<file path="config.mk">
export PLATFORM = sky130hd
export DESIGN_NAME = apms_sequencer
export DESIGN_NICKNAME = d
export VERILOG_FILES = /design/src/design/apms_pkg.sv /design/src/design/apms_tmr_if.sv /design/src/design/apms_edge.sv /design/src/design/apms_sequencer.sv /design/src/design/apms_timer.sv
export SDC_FILE = /design/constraint.sdc
export NUM_CORES = 1
export LEC_CHECK = 0
export BUFFER_PORTS_ARGS = -buffer_cell sky130_fd_sc_hd__buf_2
export CORE_ASPECT_RATIO = 1.5
export CORE_MARGIN = 2
export CORE_UTILIZATION = 35
export CTS_CLUSTER_SIZE = 16
export DETAILED_ROUTE_END_ITERATION = 10
export SLEW_MARGIN = 0
export SYNTH_ARGS = -nofsm -noshare
export SYNTH_HDL_FRONTEND = slang
export SYNTH_SLANG_ARGS = --single-unit
</file>
<file path="constraint.sdc">
create_clock -name core_clk -period 5.6 [get_ports core_clk]
set_clock_uncertainty 0.2 [all_clocks]
set_input_delay 0.28 -clock core_clk [delete_from_list [all_inputs] [get_ports core_clk]]
set_output_delay 0.28 -clock core_clk [all_outputs]
set_load 0.01 [all_outputs]
</file>
<file path="src/design/apms_pkg.sv">
// apms_pkg: constants and types of the adc power-mode sequencer
// assumes a 250 MHz core clock; all time figures are converted here
package apms_pkg;

  // ****************************************
  // clock and time figures
  // ****************************************
  localparam int unsigned CLK_MHZ    = 250;
  localparam int unsigned TIMEOUT_MS = 32;
  localparam int unsigned CAL_MS     = 32;
  localparam int unsigned WAKE_NS    = 5000;
  localparam int unsigned CONV_NS    = 4600;
  localparam int unsigned RATE_KSPS  = 100;

  // least times round up to whole cycles
  localparam int unsigned TIMEOUT_CYC = TIMEOUT_MS * CLK_MHZ * 1000;
  localparam int unsigned CAL_CYC     = CAL_MS * CLK_MHZ * 1000;
  localparam int unsigned WAKE_CYC    = (WAKE_NS * CLK_MHZ + 999) / 1000;
  localparam int unsigned CONV_CYC    = (CONV_NS * CLK_MHZ + 999) / 1000;
  localparam int unsigned RATE_CYC    = (CLK_MHZ * 1000 + RATE_KSPS - 1) / RATE_KSPS;

  localparam int unsigned TMR_W = 24;
  localparam logic [TMR_W-1:0] TMR_ZERO = 24'h000000;
  localparam logic [TMR_W-1:0] TMR_ONE  = 24'h000001;

  // ****************************************
  // power-mode field
  // ****************************************
  localparam logic [1:0] MODE_NORMAL   = 2'h0;
  localparam logic [1:0] MODE_PD_AFTER = 2'h1;
  localparam logic [1:0] MODE_PD_NOW   = 2'h2;
  localparam logic [1:0] MODE_PART     = 2'h3;
  localparam logic [1:0] MODE_RESET    = MODE_NORMAL;

  localparam logic TRIG_IDLE = 1'b1;

  // ****************************************
  // types
  // ****************************************
  typedef enum logic [2:0] {
    ST_PU_IDLE = 3'h0,
    ST_PU_TOUT = 3'h1,
    ST_PU_WAIT = 3'h3,
    ST_PU_CAL  = 3'h2,
    ST_IDLE    = 3'h6,
    ST_CONV    = 3'h7,
    ST_PWRDN   = 3'h5,
    ST_WAKE    = 3'h4
  } apms_state_e;

  typedef struct packed {
    apms_state_e state;
    logic [1:0]  mode;
    logic        skip_cal;
    logic        busy;
    logic        core_on;
    logic        ref_on;
    logic        cal_run;
    logic        conv_pulse;
  } apms_seq_s;

  typedef struct packed {
    logic [TMR_W-1:0] cnt;
  } apms_tmr_s;

  typedef struct packed {
    logic prev;
    logic rise;
    logic fall;
  } apms_edge_s;

endpackage

</file>
<file path="src/design/apms_tmr_if.sv">
// apms_tmr_if: load/count/done link between sequencer and a down-timer
// assumes both ends share core_clk
`timescale 1ns/10ps
`default_nettype none
interface apms_tmr_if;
  logic                     load;
  logic [apms_pkg::TMR_W-1:0] count;
  logic                     done;
  modport ctl (output load, output count, input done);
  modport tmr (input load, input count, output done);
endinterface
`default_nettype wire

</file>
<file path="src/design/apms_edge.sv">
// apms_edge: rise and fall pulses of the active-low sample trigger
// assumes the trigger is already synchronous to core_clk
`timescale 1ns/10ps
`default_nettype none
module apms_edge (
  // clock and reset
  input  wire logic core_clk,
  input  wire logic sys_rst,
  input  wire logic clk_en,
  // trigger
  input  wire logic trig_n,
  output logic      rise,
  output logic      fall
);
  apms_pkg::apms_edge_s st_q;
  apms_pkg::apms_edge_s st_d;

  always_comb
  begin
    st_d      = st_q;
    st_d.prev = trig_n;
    st_d.rise = trig_n & ~st_q.prev;
    st_d.fall = ~trig_n & st_q.prev;
  end

  always_ff @(posedge core_clk)
  begin
    if (sys_rst)
    begin
      st_q <= '{prev: apms_pkg::TRIG_IDLE, rise: 1'b0, fall: 1'b0};
    end
    else if (clk_en)
    begin
      st_q <= st_d;
    end
  end

  assign rise = st_q.rise;
  assign fall = st_q.fall;
endmodule
`default_nettype wire

</file>
<file path="src/design/apms_sequencer.sv">
// apms_sequencer: power-mode and power-up sequencing of a sampling converter
// assumes host inputs are synchronous to core_clk; ctrl_wr is a one-cycle
// strobe carrying the new power-mode bits
`timescale 1ns/10ps
`default_nettype none

module apms_sequencer #(
  parameter int unsigned TIMEOUT_CYC = apms_pkg::TIMEOUT_CYC,
  parameter int unsigned CAL_CYC     = apms_pkg::CAL_CYC
) (
  // clock and reset
  input  wire logic core_clk,
  input  wire logic sys_rst,
  input  wire logic clk_en,
  // host side
  input  wire logic sample_trigger_n,
  input  wire logic ctrl_wr,
  input  wire logic power_mode_bit_hi,
  input  wire logic power_mode_bit_lo,
  // status and power controls
  output logic      busy,
  output logic      core_pwr_on,
  output logic      ref_pwr_on,
  output logic      cal_active,
  output logic      conv_start
);

  // ****************************************
  // helpers
  // ****************************************
  function automatic logic pd_after(input logic [1:0] m);
    pd_after = (m == apms_pkg::MODE_PD_AFTER) || (m == apms_pkg::MODE_PART);
  endfunction

  function automatic logic ref_kept(input logic [1:0] m);
    ref_kept = (m == apms_pkg::MODE_PART);
  endfunction

  localparam logic [apms_pkg::TMR_W-1:0] LD_TOUT = apms_pkg::TMR_W'(TIMEOUT_CYC);
  localparam logic [apms_pkg::TMR_W-1:0] LD_CAL  = apms_pkg::TMR_W'(CAL_CYC);
  localparam logic [apms_pkg::TMR_W-1:0] LD_WAKE = apms_pkg::TMR_W'(apms_pkg::WAKE_CYC);
  localparam logic [apms_pkg::TMR_W-1:0] LD_CONV = apms_pkg::TMR_W'(apms_pkg::CONV_CYC);
  localparam logic [apms_pkg::TMR_W-1:0] LD_RATE = apms_pkg::TMR_W'(apms_pkg::RATE_CYC);

  apms_pkg::apms_seq_s st_q;
  apms_pkg::apms_seq_s st_d;
  logic [1:0]          wr_mode;
  logic                rise;
  logic                fall;

  apms_tmr_if tm ();
  apms_tmr_if tr ();

  assign wr_mode = {power_mode_bit_hi, power_mode_bit_lo};

  // ****************************************
  // submodules
  // ****************************************
  apms_edge u_edge (
    .core_clk (core_clk),
    .sys_rst  (sys_rst),
    .clk_en   (clk_en),
    .trig_n   (sample_trigger_n),
    .rise     (rise),
    .fall     (fall)
  );

  apms_timer u_tmain (
    .core_clk (core_clk),
    .sys_rst  (sys_rst),
    .clk_en   (clk_en),
    .tif      (tm.tmr)
  );

  // rate timer spaces conversion starts while powering down between them
  apms_timer u_trate (
    .core_clk (core_clk),
    .sys_rst  (sys_rst),
    .clk_en   (clk_en),
    .tif      (tr.tmr)
  );

  // ****************************************
  // sequencer
  // ****************************************
  always_comb
  begin
    st_d            = st_q;
    st_d.conv_pulse = 1'b0;
    tm.load         = 1'b0;
    tm.count        = LD_CONV;
    tr.load         = 1'b0;
    tr.count        = LD_RATE;
    if (ctrl_wr)
    begin
      st_d.mode = wr_mode;
    end
    case (st_q.state)
      apms_pkg::ST_PU_IDLE:
      begin
        if (ctrl_wr)
        begin
          st_d.state = apms_pkg::ST_IDLE;
        end
        else if (rise)
        begin
          st_d.state = apms_pkg::ST_PU_TOUT;
          st_d.busy  = 1'b1;
          tm.load    = 1'b1;
          tm.count   = LD_TOUT;
        end
      end
      apms_pkg::ST_PU_TOUT:
      begin
        if (ctrl_wr)
        begin
          st_d.skip_cal = 1'b1;
        end
        if (tm.done)
        begin
          st_d.busy  = 1'b0;
          st_d.state = (st_q.skip_cal || ctrl_wr) ? apms_pkg::ST_IDLE : apms_pkg::ST_PU_WAIT;
        end
      end
      apms_pkg::ST_PU_WAIT:
      begin
        if (ctrl_wr)
        begin
          st_d.state = apms_pkg::ST_IDLE;
        end
        else if (rise)
        begin
          st_d.state   = apms_pkg::ST_PU_CAL;
          st_d.busy    = 1'b1;
          st_d.cal_run = 1'b1;
          tm.load      = 1'b1;
          tm.count     = LD_CAL;
        end
      end
      apms_pkg::ST_PU_CAL:
      begin
        // writes only change the mode here, never the calibration
        if (tm.done)
        begin
          st_d.state   = apms_pkg::ST_IDLE;
          st_d.busy    = 1'b0;
          st_d.cal_run = 1'b0;
        end
      end
      apms_pkg::ST_IDLE:
      begin
        if (st_q.mode == apms_pkg::MODE_PD_NOW)
        begin
          st_d.state   = apms_pkg::ST_PWRDN;
          st_d.core_on = 1'b0;
          st_d.ref_on  = 1'b0;
        end
        else if (rise && !st_q.busy)
        begin
          st_d.state      = apms_pkg::ST_CONV;
          st_d.busy       = 1'b1;
          st_d.conv_pulse = 1'b1;
          tm.load         = 1'b1;
          tm.count        = LD_CONV;
          tr.load         = pd_after(st_q.mode);
        end
      end
      apms_pkg::ST_CONV:
      begin
        if (st_q.mode == apms_pkg::MODE_PD_NOW)
        begin
          st_d.state   = apms_pkg::ST_PWRDN;
          st_d.busy    = 1'b0;
          st_d.core_on = 1'b0;
          st_d.ref_on  = 1'b0;
        end
        else if (tm.done)
        begin
          st_d.busy = 1'b0;
          if (pd_after(st_q.mode))
          begin
            st_d.state   = apms_pkg::ST_PWRDN;
            st_d.core_on = 1'b0;
            st_d.ref_on  = ref_kept(st_q.mode);
          end
          else
          begin
            st_d.state = apms_pkg::ST_IDLE;
          end
        end
      end
      apms_pkg::ST_PWRDN:
      begin
        if ((ctrl_wr && wr_mode != apms_pkg::MODE_PD_NOW) ||
            (!ctrl_wr && st_q.mode != apms_pkg::MODE_PD_NOW && fall && tr.done))
        begin
          st_d.state   = apms_pkg::ST_WAKE;
          st_d.core_on = 1'b1;
          st_d.ref_on  = 1'b1;
          tm.load      = 1'b1;
          tm.count     = LD_WAKE;
        end
        else if (ctrl_wr)
        begin
          // an immediate full power-down also drops a kept reference
          st_d.ref_on = 1'b0;
        end
      end
      apms_pkg::ST_WAKE:
      begin
        // a rise before readiness is dropped: the host must hold the pin low
        if (tm.done)
        begin
          st_d.state = apms_pkg::ST_IDLE;
        end
      end
      default:
      begin
        st_d.state = apms_pkg::ST_IDLE;
      end
    endcase
  end

  always_ff @(posedge core_clk)
  begin
    if (sys_rst)
    begin
      st_q <= '{state: apms_pkg::ST_PU_IDLE, mode: apms_pkg::MODE_RESET,
                skip_cal: 1'b0, busy: 1'b0, core_on: 1'b1, ref_on: 1'b1,
                cal_run: 1'b0, conv_pulse: 1'b0};
    end
    else if (clk_en)
    begin
      st_q <= st_d;
    end
  end

  assign busy        = st_q.busy;
  assign core_pwr_on = st_q.core_on;
  assign ref_pwr_on  = st_q.ref_on;
  assign cal_active  = st_q.cal_run;
  assign conv_start  = st_q.conv_pulse;

  // ****************************************
  // checks
  // ****************************************
  logic [11:0] conv_cnt_q;
  logic [11:0] wake_cnt_q;

  always_ff @(posedge core_clk)
  begin
    if (sys_rst || st_q.state != apms_pkg::ST_CONV)
    begin
      conv_cnt_q <= 12'h000;
    end
    else if (clk_en)
    begin
      conv_cnt_q <= conv_cnt_q + 12'h001;
    end
    // wake span is too long for a delay range, so it is counted here
    if (sys_rst || st_q.state != apms_pkg::ST_WAKE)
    begin
      wake_cnt_q <= 12'h000;
    end
    else if (clk_en)
    begin
      wake_cnt_q <= wake_cnt_q + 12'h001;
    end
  end
endmodule
`default_nettype wire

</file>
<file path="src/design/apms_timer.sv">
// apms_timer: down-counter, done after exactly count enabled cycles
// assumes load is a single-cycle request from the sequencer
`timescale 1ns/10ps
`default_nettype none
module apms_timer (
  // clock and reset
  input  wire logic core_clk,
  input  wire logic sys_rst,
  input  wire logic clk_en,
  // control
  apms_tmr_if.tmr   tif
);
  apms_pkg::apms_tmr_s st_q;
  apms_pkg::apms_tmr_s st_d;

  always_comb
  begin
    st_d = st_q;
    if (tif.load)
    begin
      st_d.cnt = tif.count;
    end
    else if (st_q.cnt != apms_pkg::TMR_ZERO)
    begin
      st_d.cnt = st_q.cnt - apms_pkg::TMR_ONE;
    end
  end

  always_ff @(posedge core_clk)
  begin
    if (sys_rst)
    begin
      st_q <= '{cnt: apms_pkg::TMR_ZERO};
    end
    else if (clk_en)
    begin
      st_q <= st_d;
    end
  end

  // idle timer reads as done so a fresh rate window starts open
  assign tif.done = (st_q.cnt == apms_pkg::TMR_ZERO);
endmodule
`default_nettype wire

</file>
==> flow_summary.yaml, run 1 <==
synth:
  synth_cell_type_count: 69
  synth_seq_cells: 62
  seq_area_frac_synth: 0.3516
  avgSynthCellArea_um2: 8.208
  synth_top_area_share: 0.3516
  synth_warnings: 0
  synth_cells: 430
  synth_async_sr_flop_share: 0
  yosys_most_used_dff: "dfxtp_1"
  syn_nets: 441
  synth.largest_area_cell: "dfxtp_1"
  syn-cell-area_um2: 3530
  synth-edff-count: 0
  synth_area_leaders: "dfxtp_1 35%, a21oi_1 5.0%, nor2_1 4.8%, xnor2_1 4.5%, nand2_1 3.7%"
sta:
  fin_tns_setup_ns: 0
  post-route-period-util: 0.5600
  whs_ns: 0.004707
  rsz0062_at_grt: "no"
  slew_headroom: 0.3246
  fmaxAchievable_ghz: 0.3189
  finalHoldViolations: 0
  finalCriticalPeriod_ns: 3.136
  drv_slew: 0
  setup_viol: 0
  tightest_slew_ns: 1.000
route:
  viasPerCell: 6.097
  drt_iter0_markers: 328
  wl_um: 9778
  drc: 0
  drt_first_pass_iters: 5
  ant_nets: 0
  wl_per_cell_um: 17.65
  num_vias: 3378
global_routing:
  grt_antenna_before_repair: 0
  grt_start_max_net_pins: 30
  grt_use_total: 0.1877
  grt_remaining_overflow: 0
  grt_pass1_vias: 3243
  grt_pass1_wl_um: 16180
critical_path:
  startpoint_type: "flip-flop"
  r2r_end: "u_tmain.st_q[16]"
  end_kind: "flip-flop"
  cp_max_fo: 13
  arrival_ns: 3.15
  reg2reg_slack_ns: 2.46
  crit_start: "u_trate.st_q[0]"
  critPathKind: "flip-flop to flip-flop"
  r2r_cells: 8
  cp-endpoint: "u_tmain.st_q[16]"
  r2r_start: "u_trate.st_q[0]"
  cp.required_ns: 5.61
power_and_ir_drop:
  power_mw: 2.632
  p_leak_nw: 1.432
  power_density_nw_per_um2: 665.2
  ir_drop_mv: 0.3758
cts:
  numCtsBuffers: 9
  path_clk_slew_ns: 0.05
  htree_num_levels: 3
  clock_path_buffers: 2
  clkSinkCount: 62
  cts_tree: "yes"
  cts_hold_buf: 0
  post_cts_resized: 0
  cts_root_buffer: "clkbuf_16"
  clock_latency_ns: 0.33
  postCtsSetupBuffers: 0
placement:
  place.gp.congestion: 0.9442
  post-dp-hpwl_um: 6977
  port_buffers: 11
  dp_cells: 538
die:
  die_h_um: 127.0
  core_um2: 9744
  start_util: 0.3622
  io_pins: 12
  fp.dieW_um: 86.00
  row_count: 44
  dieArea_um2: 10920
finish:
  fin_nets: 445
  layout_commonest_cell: "dfxtp_1"
  stdcell_count: 554
  antenna_cells: 0
  final_layout_size_suffix_gt1_frac: 0.1093
  final_cell_mix: "62 x dfxtp_1, 45 x nor2_1, 35 x nand2_1, 35 x a21oi_1, 20 x o21ai_0"
  fillers: 1004
  syn_to_final_growth_pct: 12.09
run_status:
  status: "complete, no violations"
min_path:
  hold_path.class: "input port to flip-flop"
run:
  maxCapViolCount: 0
## cell families (layout without fill, tap and decap cells)
kind of cell    Yosys count  count (layout)  synth area share
buf+inv                  29              38           0.03367
simple gates            194             194            0.3095
flops                    62              62            0.3516
fa+ha+maj                 4               4           0.01418
compound gates          114             114            0.2216
mux                       6               6           0.01737
xor+xnor                 21              21           0.05211
## layout make-up
type                       count  area (µm²)  share of cell area
clock inverter                 4       45.04             0.01139
tap                          115       143.9             0.03637
timing repair buffer          12       62.56             0.01581
sequential                    62        1241              0.3137
clock buffer                  12       256.5             0.06483
inverter                      10       37.54            0.009488
multi-input combinational    339        2170              0.5484
## critical path, stage by stage (launching register included)
cell and delay, ns:
dfxtp_1 0.33, inv_1 0.11, ha_1 0.15, nor4b_1 0.44, nand4_1 0.18, or4_4 0.49, a31oi_4 0.50, nor2_1 0.25
a211o_1 0.36
## how the worst min path moves through the flow
stage / start / to / slack (ns) / cells after the start
detailed placement: u_edge.fall / u_edge.fall / 0.26 / 2
CTS: sample_trigger_n / u_edge.st_q[2] / 0.0007 / 3
global route: sample_trigger_n / u_edge.st_q[2] / 0.02 / 3
global placement: u_edge.fall / u_edge.fall / 0.26 / 2
floorplan: sample_trigger_n / u_edge.st_q[2] / 0.21 / 2
finish: sample_trigger_n / u_edge.st_q[2] / 0.005 / 3
## per-stage QoR
| stage | worst slack [ns] | cell area (µm²) | utilization |
|---|---|---|---|
| 4_1_cts | 2.528 | 3956 | 0.4060 |
| 2_1_floorplan | 3.071 | 3530 | - |
| 6_report | 2.464 | 3956 | 0.4060 |
| 3_5_place_dp | 2.549 | 3655 | 0.3751 |
| 3_3_place_gp | 2.521 | 3655 | 0.3751 |
| 5_1_grt | 2.362 | 3956 | 0.4060 |
## power by group
part           internal, mW  total (mW)  switching (mW)  leakage (nW)
Combinational         0.529        1.28           0.748         0.773
Clock                 0.366       0.567           0.201         0.152
Sequential            0.586       0.788           0.202         0.507
Total                  1.48        2.63            1.15          1.43
## metal layers
| layer | up-vias | global-route usage | wire length, µm |
|---|---|---|---|
| li1 | 1630 | - | - |
| met1 | 1579 | 0.2177 | 3947 |
| met2 | 134 | 0.3160 | 4903 |
| met3 | 35 | 0.02907 | 430 |
| met4 | 0 | 0.1214 | 496 |
| met5 | - | 0 | 0 |
## synthesized netlist by cell type, drive strengths merged (3+ instances only)
| cell type | count |
|---|---|
| nand2b | 4 |
| mux2i | 5 |
| inv | 9 |
| xor2 | 3 |
| nor2b | 3 |
| a211oi | 3 |
| or3 | 16 |
| o21ai | 22 |
| o31ai | 4 |
| and3 | 8 |
| nor4 | 14 |
| nand3 | 16 |
| a21oi | 35 |
| ha | 4 |
| nor2 | 45 |
| nand2 | 35 |
| xnor2 | 18 |
| nand3b | 5 |
| and2 | 5 |
| a31oi | 7 |
| buf | 4 |
| o32ai | 5 |
| a311oi | 7 |
| nand4 | 7 |
| o211ai | 3 |
| o41ai | 6 |
| dfxtp | 62 |
| or4 | 7 |
| clkbuf | 15 |
| nor3 | 18 |
## state kept, by name (all words and copies together) (netlist names)
register,flops
u_tmain.st_q,24
u_trate.st_q,24
st_q,6
busy,1
cal_active,1
conv_start,1
core_pwr_on,1
ref_pwr_on,1
u_edge.fall,1
u_edge.rise,1
u_edge.st_q,1
No activity file was read; power rests on OpenSTA's default activity.
==> run 2, diff against run 1 <==
--- a/config.mk
+++ b/config.mk
@@ -5,6 +5,7 @@
 export SDC_FILE = /design/constraint.sdc
 export NUM_CORES = 1
 export LEC_CHECK = 0
+export ABC_AREA = 1
 export BUFFER_PORTS_ARGS = -buffer_cell sky130_fd_sc_hd__buf_2
 export CORE_ASPECT_RATIO = 1.5
 export CORE_MARGIN = 2
==> constraint.sdc (replaced) <==
create_clock -name core_clk -period 2.9 [get_ports core_clk]
set_clock_uncertainty 0.2 [all_clocks]
set_input_delay 0.145 -clock core_clk [delete_from_list [all_inputs] [get_ports core_clk]]
set_output_delay 0.145 -clock core_clk [all_outputs]
set_load 0.01 [all_outputs]
==> run 2 against run 1 <==
  * Synthesized cell count rose by 52%
  * Largest cell class unchanged
  * Flip-flop and latch count did not move
  * Power rose by 62%
==> flow_summary.yaml, run 2 <==
synth:
  synth_area_leaders: "dfxtp_1 31%, nand2_1 15%, nor2_1 14%, nand3_1 7.0%, xor2_1 6.3%"
  synth.largest_area_cell: "dfxtp_1"
  synth_warnings: 0
  synth-edff-count: 0
  syn_nets: 665
  synth_seq_cells: 62
  synth_top_area_share: 0.3082
  synth_cells: 654
  synth_cell_type_count: 37
  avgSynthCellArea_um2: 6.158
  yosys-top-cells-count: "163 x nand2_1, 153 x nor2_1, 62 x dfxtp_1"
  yosysMostFrequentCell: "nand2_1"
  syn-cell-area_um2: 4028
  synth_async_sr_flop_share: 0
  seq_area_frac_synth: 0.3082
  yosys_most_used_dff: "dfxtp_1"
sta:
  fmaxAchievable_ghz: 0.4056
  finalHoldViolations: 0
  post-route-period-util: 0.8501
  whs_ns: 0.09178
  slew_headroom: 0.3886
  drv_slew: 0
  setup_viol: 0
  finalCriticalPeriod_ns: 2.465
  rsz0062_at_grt: "no"
  tightest_slew_ns: 0.9161
  fin_tns_setup_ns: 0
  fin_ws_ns: 0.4348
route:
  viasPerCell: 4.877
  drt_iter0_markers: 125
  wl_per_cell_um: 12.73
  ant_nets: 0
  wl_um: 10410
  num_vias: 3989
  drt_first_pass_iters: 4
  drc: 0
placement:
  post-dp-hpwl_um: 7830
  post-place-ws_ns: 0.4305
  place_area_um2: 4183
  place.gp.congestion: 0.9319
  port_buffers: 11
  dp_cells: 799
cts:
  postCtsSetupBuffers: 0
  htree_num_levels: 3
  clkSinkCount: 62
  clock_path_buffers: 2
  cts_root_buffer: "clkbuf_16"
  cts_tree: "yes"
  numCtsBuffers: 9
  clock_latency_ns: 0.34
  path_clk_slew_ns: 0.06
global_routing:
  grt_remaining_overflow: 0
  grt_pass1_vias: 3858
  grt_pass1_wl_um: 17710
  grt_start_max_net_pins: 32
  grt_antenna_before_repair: 0
  grt_use_total: 0.1779
critical_path:
  cpMostUsedCell: "nor2_1"
  arrival_ns: 2.49
  r2r_start: "u_tmain.st_q[14]"
  r2r_cells: 10
  critPathMaxStageDelay_ns: 0.35
  critPathKind: "flip-flop to flip-flop"
  startpoint_type: "flip-flop"
  reg2reg_slack_ns: 0.43
  critPathBufInv: 1
  cp.required_ns: 2.93
  crit_family: "simple AND/OR/NAND/NOR gates"
  r2r_end: "u_tmain.st_q[0]"
  path_cells: "nor2_1, nand2_1, nor2_2, nand2_1, nor3b_1, nand3_2, nand2_4, inv_2, nor2_1, nor2_1"
  end_kind: "flip-flop"
  slowest_stage: "nand2_4"
  cp_max_fo: 31
finish:
  syn_to_final_growth_pct: 12.52
  antenna_cells: 0
  final_area_um2: 4532
  layout_commonest_cell: "nand2_1"
  stdcell_count: 818
  postLayoutCoreUtil: 0.3993
  final_layout_size_suffix_gt1_frac: 0.07485
  final_cell_mix: "163 x nand2_1, 153 x nor2_1, 62 x dfxtp_1"
  reg_top3: "u_tmain.st_q x24, u_trate.st_q x24, st_q x6"
  fin_nets: 675
power_and_ir_drop:
  ir_drop_mv: 0.6288
  power_density_nw_per_um2: 939.2
  pwr-share-clk: 0.262
  p_sw_mw: 1.811
  p_leak_nw: 2.130
  pwr-share-comb: 0.456
  switching_share: 0.4254
  power_mw: 4.256
  internal-power_mw: 2.446
  power_frac_seq: 0.282
min_path:
  min_path_cells: 3
  hp-start: "sys_rst"
  hold_end: "u_trate.st_q[20]"
  hold_path.class: "input port to flip-flop"
run:
  maxCapViolCount: 0
die:
  io_pins: 12
  start_util: 0.3548
  fp.dieW_um: 91.59
  row_count: 48
  die_h_um: 135.4
  core_um2: 11350
  dieArea_um2: 12400
run_status:
  status: "complete, no violations"
-- run 2: worst max path at each step --
| stage | from | end | slack [ns] | cells past startpoint |
|---|---|---|---|---|
| 3_3_place_gp | u_trate.st_q[8] | u_tmain.st_q[16] | 0.51 | 11 |
| 3_5_place_dp | u_tmain.st_q[8] | u_tmain.st_q[14] | 0.43 | 10 |
| 4_1_cts | ctrl_wr | u_tmain.st_q[18] | 0.42 | 13 |
| 2_1_floorplan | u_trate.st_q[0] | u_tmain.st_q[5] | 1.07 | 12 |
| 5_1_grt | st_q[8] | u_tmain.st_q[11] | 0.19 | 11 |
| 6_report | u_tmain.st_q[14] | u_tmain.st_q[0] | 0.43 | 10 |
-- run 2: what timing repair did --
item,in CTS,in global routing
endpoints found under the hold margin,6,0
resized for setup,0,0
setup endpoints to repair,0,0
hold buffers,4,0
-- run 2: layer usage --
metal  wire, µm  global-route usage  vias to the layer above  share of wire
li1           -                   -                     2102              -
met1       4344              0.1896                     1822           0.42
met2       5514              0.3366                       42           0.53
met3        233             0.02894                       23          0.022
met4        320             0.08333                        0          0.031
met5          0                   0                        -              0
-- run 2: worst register-to-register path, stage by stage (launching register included) --
cell and delay [ns]:
dfxtp_1 0.34, nor2_1 0.15, nand2_1 0.10, nor2_2 0.27, nand2_1 0.08, nor3b_1 0.26
nand3_2 0.28, nand2_4 0.35, inv_2 0.15, nor2_1 0.12, nor2_1 0.05
-- run 2: area by class of cell --
type                       count  area (µm²)
fill                        1209        6819
sequential                    62        1241
clock inverter                 3       42.54
tap                          150       187.7
timing repair buffer          19       125.1
clock buffer                  12       266.5
multi-input combinational    516        2456
inverter                      56       212.7
-- run 2: cells by family after synthesis --
family	count (synthesis)	synth area share
DFF	62	0.3082
xor gates and xnor gates	33	0.07176
adders and majority gates	4	0.01243
and+or+nand+nor	412	0.4346
AOI/OAI and AO/OA	67	0.09103
buffers and inverters	76	0.08201
-- run 2: power by group through the flow --
stage / Combinational, mW / Clock, mW / Sequential, mW
final: 1.94 / 1.12 / 1.20
after global routing: 2.24 / 1.18 / 1.22
after CTS: 1.95 / 1.14 / 1.20
after detailed placement: 1.94 / 0 / 1.21
after global placement: 1.93 / 0 / 1.21
after floorplan: 1.58 / 0 / 1.18
==> run 3, diff against run 2 <==
--- a/config.mk
+++ b/config.mk
@@ -6,12 +6,13 @@
 export NUM_CORES = 1
 export LEC_CHECK = 0
 export ABC_AREA = 1
-export BUFFER_PORTS_ARGS = -buffer_cell sky130_fd_sc_hd__buf_2
+export BUFFER_PORTS_ARGS = -buffer_cell sky130_fd_sc_hd__buf_4
 export CORE_ASPECT_RATIO = 1.5
 export CORE_MARGIN = 2
 export CORE_UTILIZATION = 35
 export CTS_CLUSTER_SIZE = 16
 export DETAILED_ROUTE_END_ITERATION = 10
+export SETUP_SLACK_MARGIN = 0.02
 export SLEW_MARGIN = 0
 export SYNTH_ARGS = -nofsm -noshare
 export SYNTH_HDL_FRONTEND = slang
==> run 3 against run 2 <==
  * Routed wire length up 1.2%
  * Register-to-register slack worse by 0.06 ns
  * Clock power down 11%
  * Fmax down 2.6%
  * First-iteration DRC count up 92%
  * Combinational power about the same
  * Final cell count up 0.24%
  * Largest cell class unchanged
  * Highest routed layer unchanged
==> flow_summary.yaml, run 3 (same netlist as run 2, synthesis figures left out) <==
finish:
  stdcell_count: 820
  multi_input_area_um2: 2456
  fin_nets: 677
  final_area_um2: 4537
  regArea_um2: 1241
  final_layout_size_suffix_gt1_frac: 0.07164
  fillers: 1213
  syn_to_final_growth_pct: 12.64
  antenna_cells: 0
  reg_top3: "u_tmain.st_q x24, u_trate.st_q x24, st_q x6"
  layout_commonest_cell: "nand2_1"
  final_cell_mix: "163 x nand2_1, 153 x nor2_1, 62 x dfxtp_1"
cts:
  path_clk_slew_ns: 0.05
  clock_path_buffers: 2
  cts_root_buffer: "clkbuf_16"
  clkSinkCount: 62
  cts_tree: "yes"
  postCtsSetupBuffers: 0
  numCtsBuffers: 9
  clock_latency_ns: 0.33
  htree_num_levels: 3
route:
  drc: 0
  viasPerCell: 4.952
  wl_um: 10540
  ant_nets: 0
  drt_iter0_markers: 240
  drt_first_pass_iters: 5
  wl_per_cell_um: 12.85
  num_vias: 4061
power_and_ir_drop:
  pwr-share-clk: 0.239
  pwr-share-comb: 0.473
  p_leak_nw: 2.130
  switching_share: 0.4363
  p_sw_mw: 1.815
  power_density_nw_per_um2: 916.9
  power_frac_seq: 0.288
  internal-power_mw: 2.345
  ir_drop_mv: 0.7126
  power_mw: 4.160
critical_path:
  end_kind: "flip-flop"
  slowest_stage: "dfxtp_1"
  critPathKind: "flip-flop to flip-flop"
  cp_max_fo: 31
  cpMostUsedCell: "nor2_1"
  path_cells: "nor2_1, nand2_1, nor2_2, nand2_1, nor3b_1, nand3_2, nand2_4, inv_2, nor2_1, nor2_1"
  cp.required_ns: 2.92
  critPathMaxStageDelay_ns: 0.35
  startpoint_type: "flip-flop"
  arrival_ns: 2.55
sta:
  setup_viol: 0
  slew_headroom: 0.7137
  fin_tns_setup_ns: 0
  finalHoldViolations: 0
  rsz0062_at_grt: "no"
  fin_ws_ns: 0.3702
  drv_slew: 0
  fmaxAchievable_ghz: 0.3953
  post-route-period-util: 0.8724
  tightest_slew_ns: 0.4279
  finalCriticalPeriod_ns: 2.530
global_routing:
  grt_pass1_vias: 3900
  grt_use_total: 0.1773
  grt_antenna_before_repair: 0
  grt_remaining_overflow: 0
  grt_start_max_net_pins: 32
  grt_pass1_wl_um: 17750
die:
  core_um2: 11350
  fp.dieW_um: 91.59
  start_util: 0.3548
  dieArea_um2: 12400
  die_h_um: 135.4
  io_pins: 12
  row_count: 48
run:
  maxCapViolCount: 0
placement:
  post-place-ws_ns: 0.4275
  post-dp-hpwl_um: 7847
  place.gp.congestion: 0.9193
  port_buffers: 11
  place_area_um2: 4218
  dp_cells: 800
min_path:
  hold_path.class: "input port to flip-flop"
run_status:
  status: "complete, no violations"
==> run 3: cell count changes in the layout (fill, tap and decap cells not counted), sizes merged <==
| cell | change |
|---|---|
| clkinvlp | -1 |
| clkbuf | +2 |
| dlygate4sd3 | +1 |
| buf | +1 |
| bufinv | -1 |
==> run 3: power groups by stage <==
stage	clock (mW)	combinational, mW	sequential, mW
final	0.993	1.97	1.20
after global routing	1.06	2.26	1.22
after CTS	1.01	1.97	1.20
after detailed placement	0	1.95	1.21
after global placement	0	1.95	1.21
after floorplan	0	1.58	1.18
==> run 3: stage by stage <==
step | hold slack, ns | utilization
after floorplan | 0.06745 | -
after global placement | 0.1848 | 0.3716
after detailed placement | 0.1962 | 0.3716
after CTS | 0.03000 | 0.3997
after global routing | 0.07734 | 0.3997
final | 0.03914 | 0.3997
==> run 3: routing by layer <==
layer / track usage / share of wire / vias to the layer above
li1: - / - / 2106
met1: 0.1968 / 0.43 / 1850
met4: 0.09933 / 0.037 / 0
met5: 0 / 0 / -
met3: 0.02894 / 0.024 / 30
met2: 0.3182 / 0.51 / 75
==> run 3: worst paths after layout <==
| check | from | to | cells past startpoint | slack, ns |
|---|---|---|---|---|
| worst min register to register | core_pwr_on | core_pwr_on | 2 | 0.28 |
| worst min-delay path | clk_en | u_edge.st_q[2] | 2 | 0.04 |
| worst max register to register | u_tmain.st_q[15] | u_tmain.st_q[15] | 10 | 0.37 |
| worst max-delay path | u_tmain.st_q[15] | u_tmain.st_q[15] | 10 | 0.37 |
==> run 3: area by class of cell <==
type	count	share of cell area
Multi-Input combinational cell	516	0.5414
Sequential cell	62	0.2736
Clock buffer	14	0.05819
Inverter	56	0.04688
Tap cell	150	0.04137
Timing Repair Buffer	21	0.03751
Clock inverter	1	0.001103
==> run 3: worst max-delay path: cells and delay by family, from the launching register on <==
family                 cells  cell delay [ns]
flip-flops                 1             0.35
AND/OR/NAND/NOR            9             1.70
buffers and inverters      1             0.14
==> run 3: repair_timing <==
item	4_1_cts	5_1_grt
resized for setup	0	0
hold endpoints to repair	12	0
hold buffers	5	0
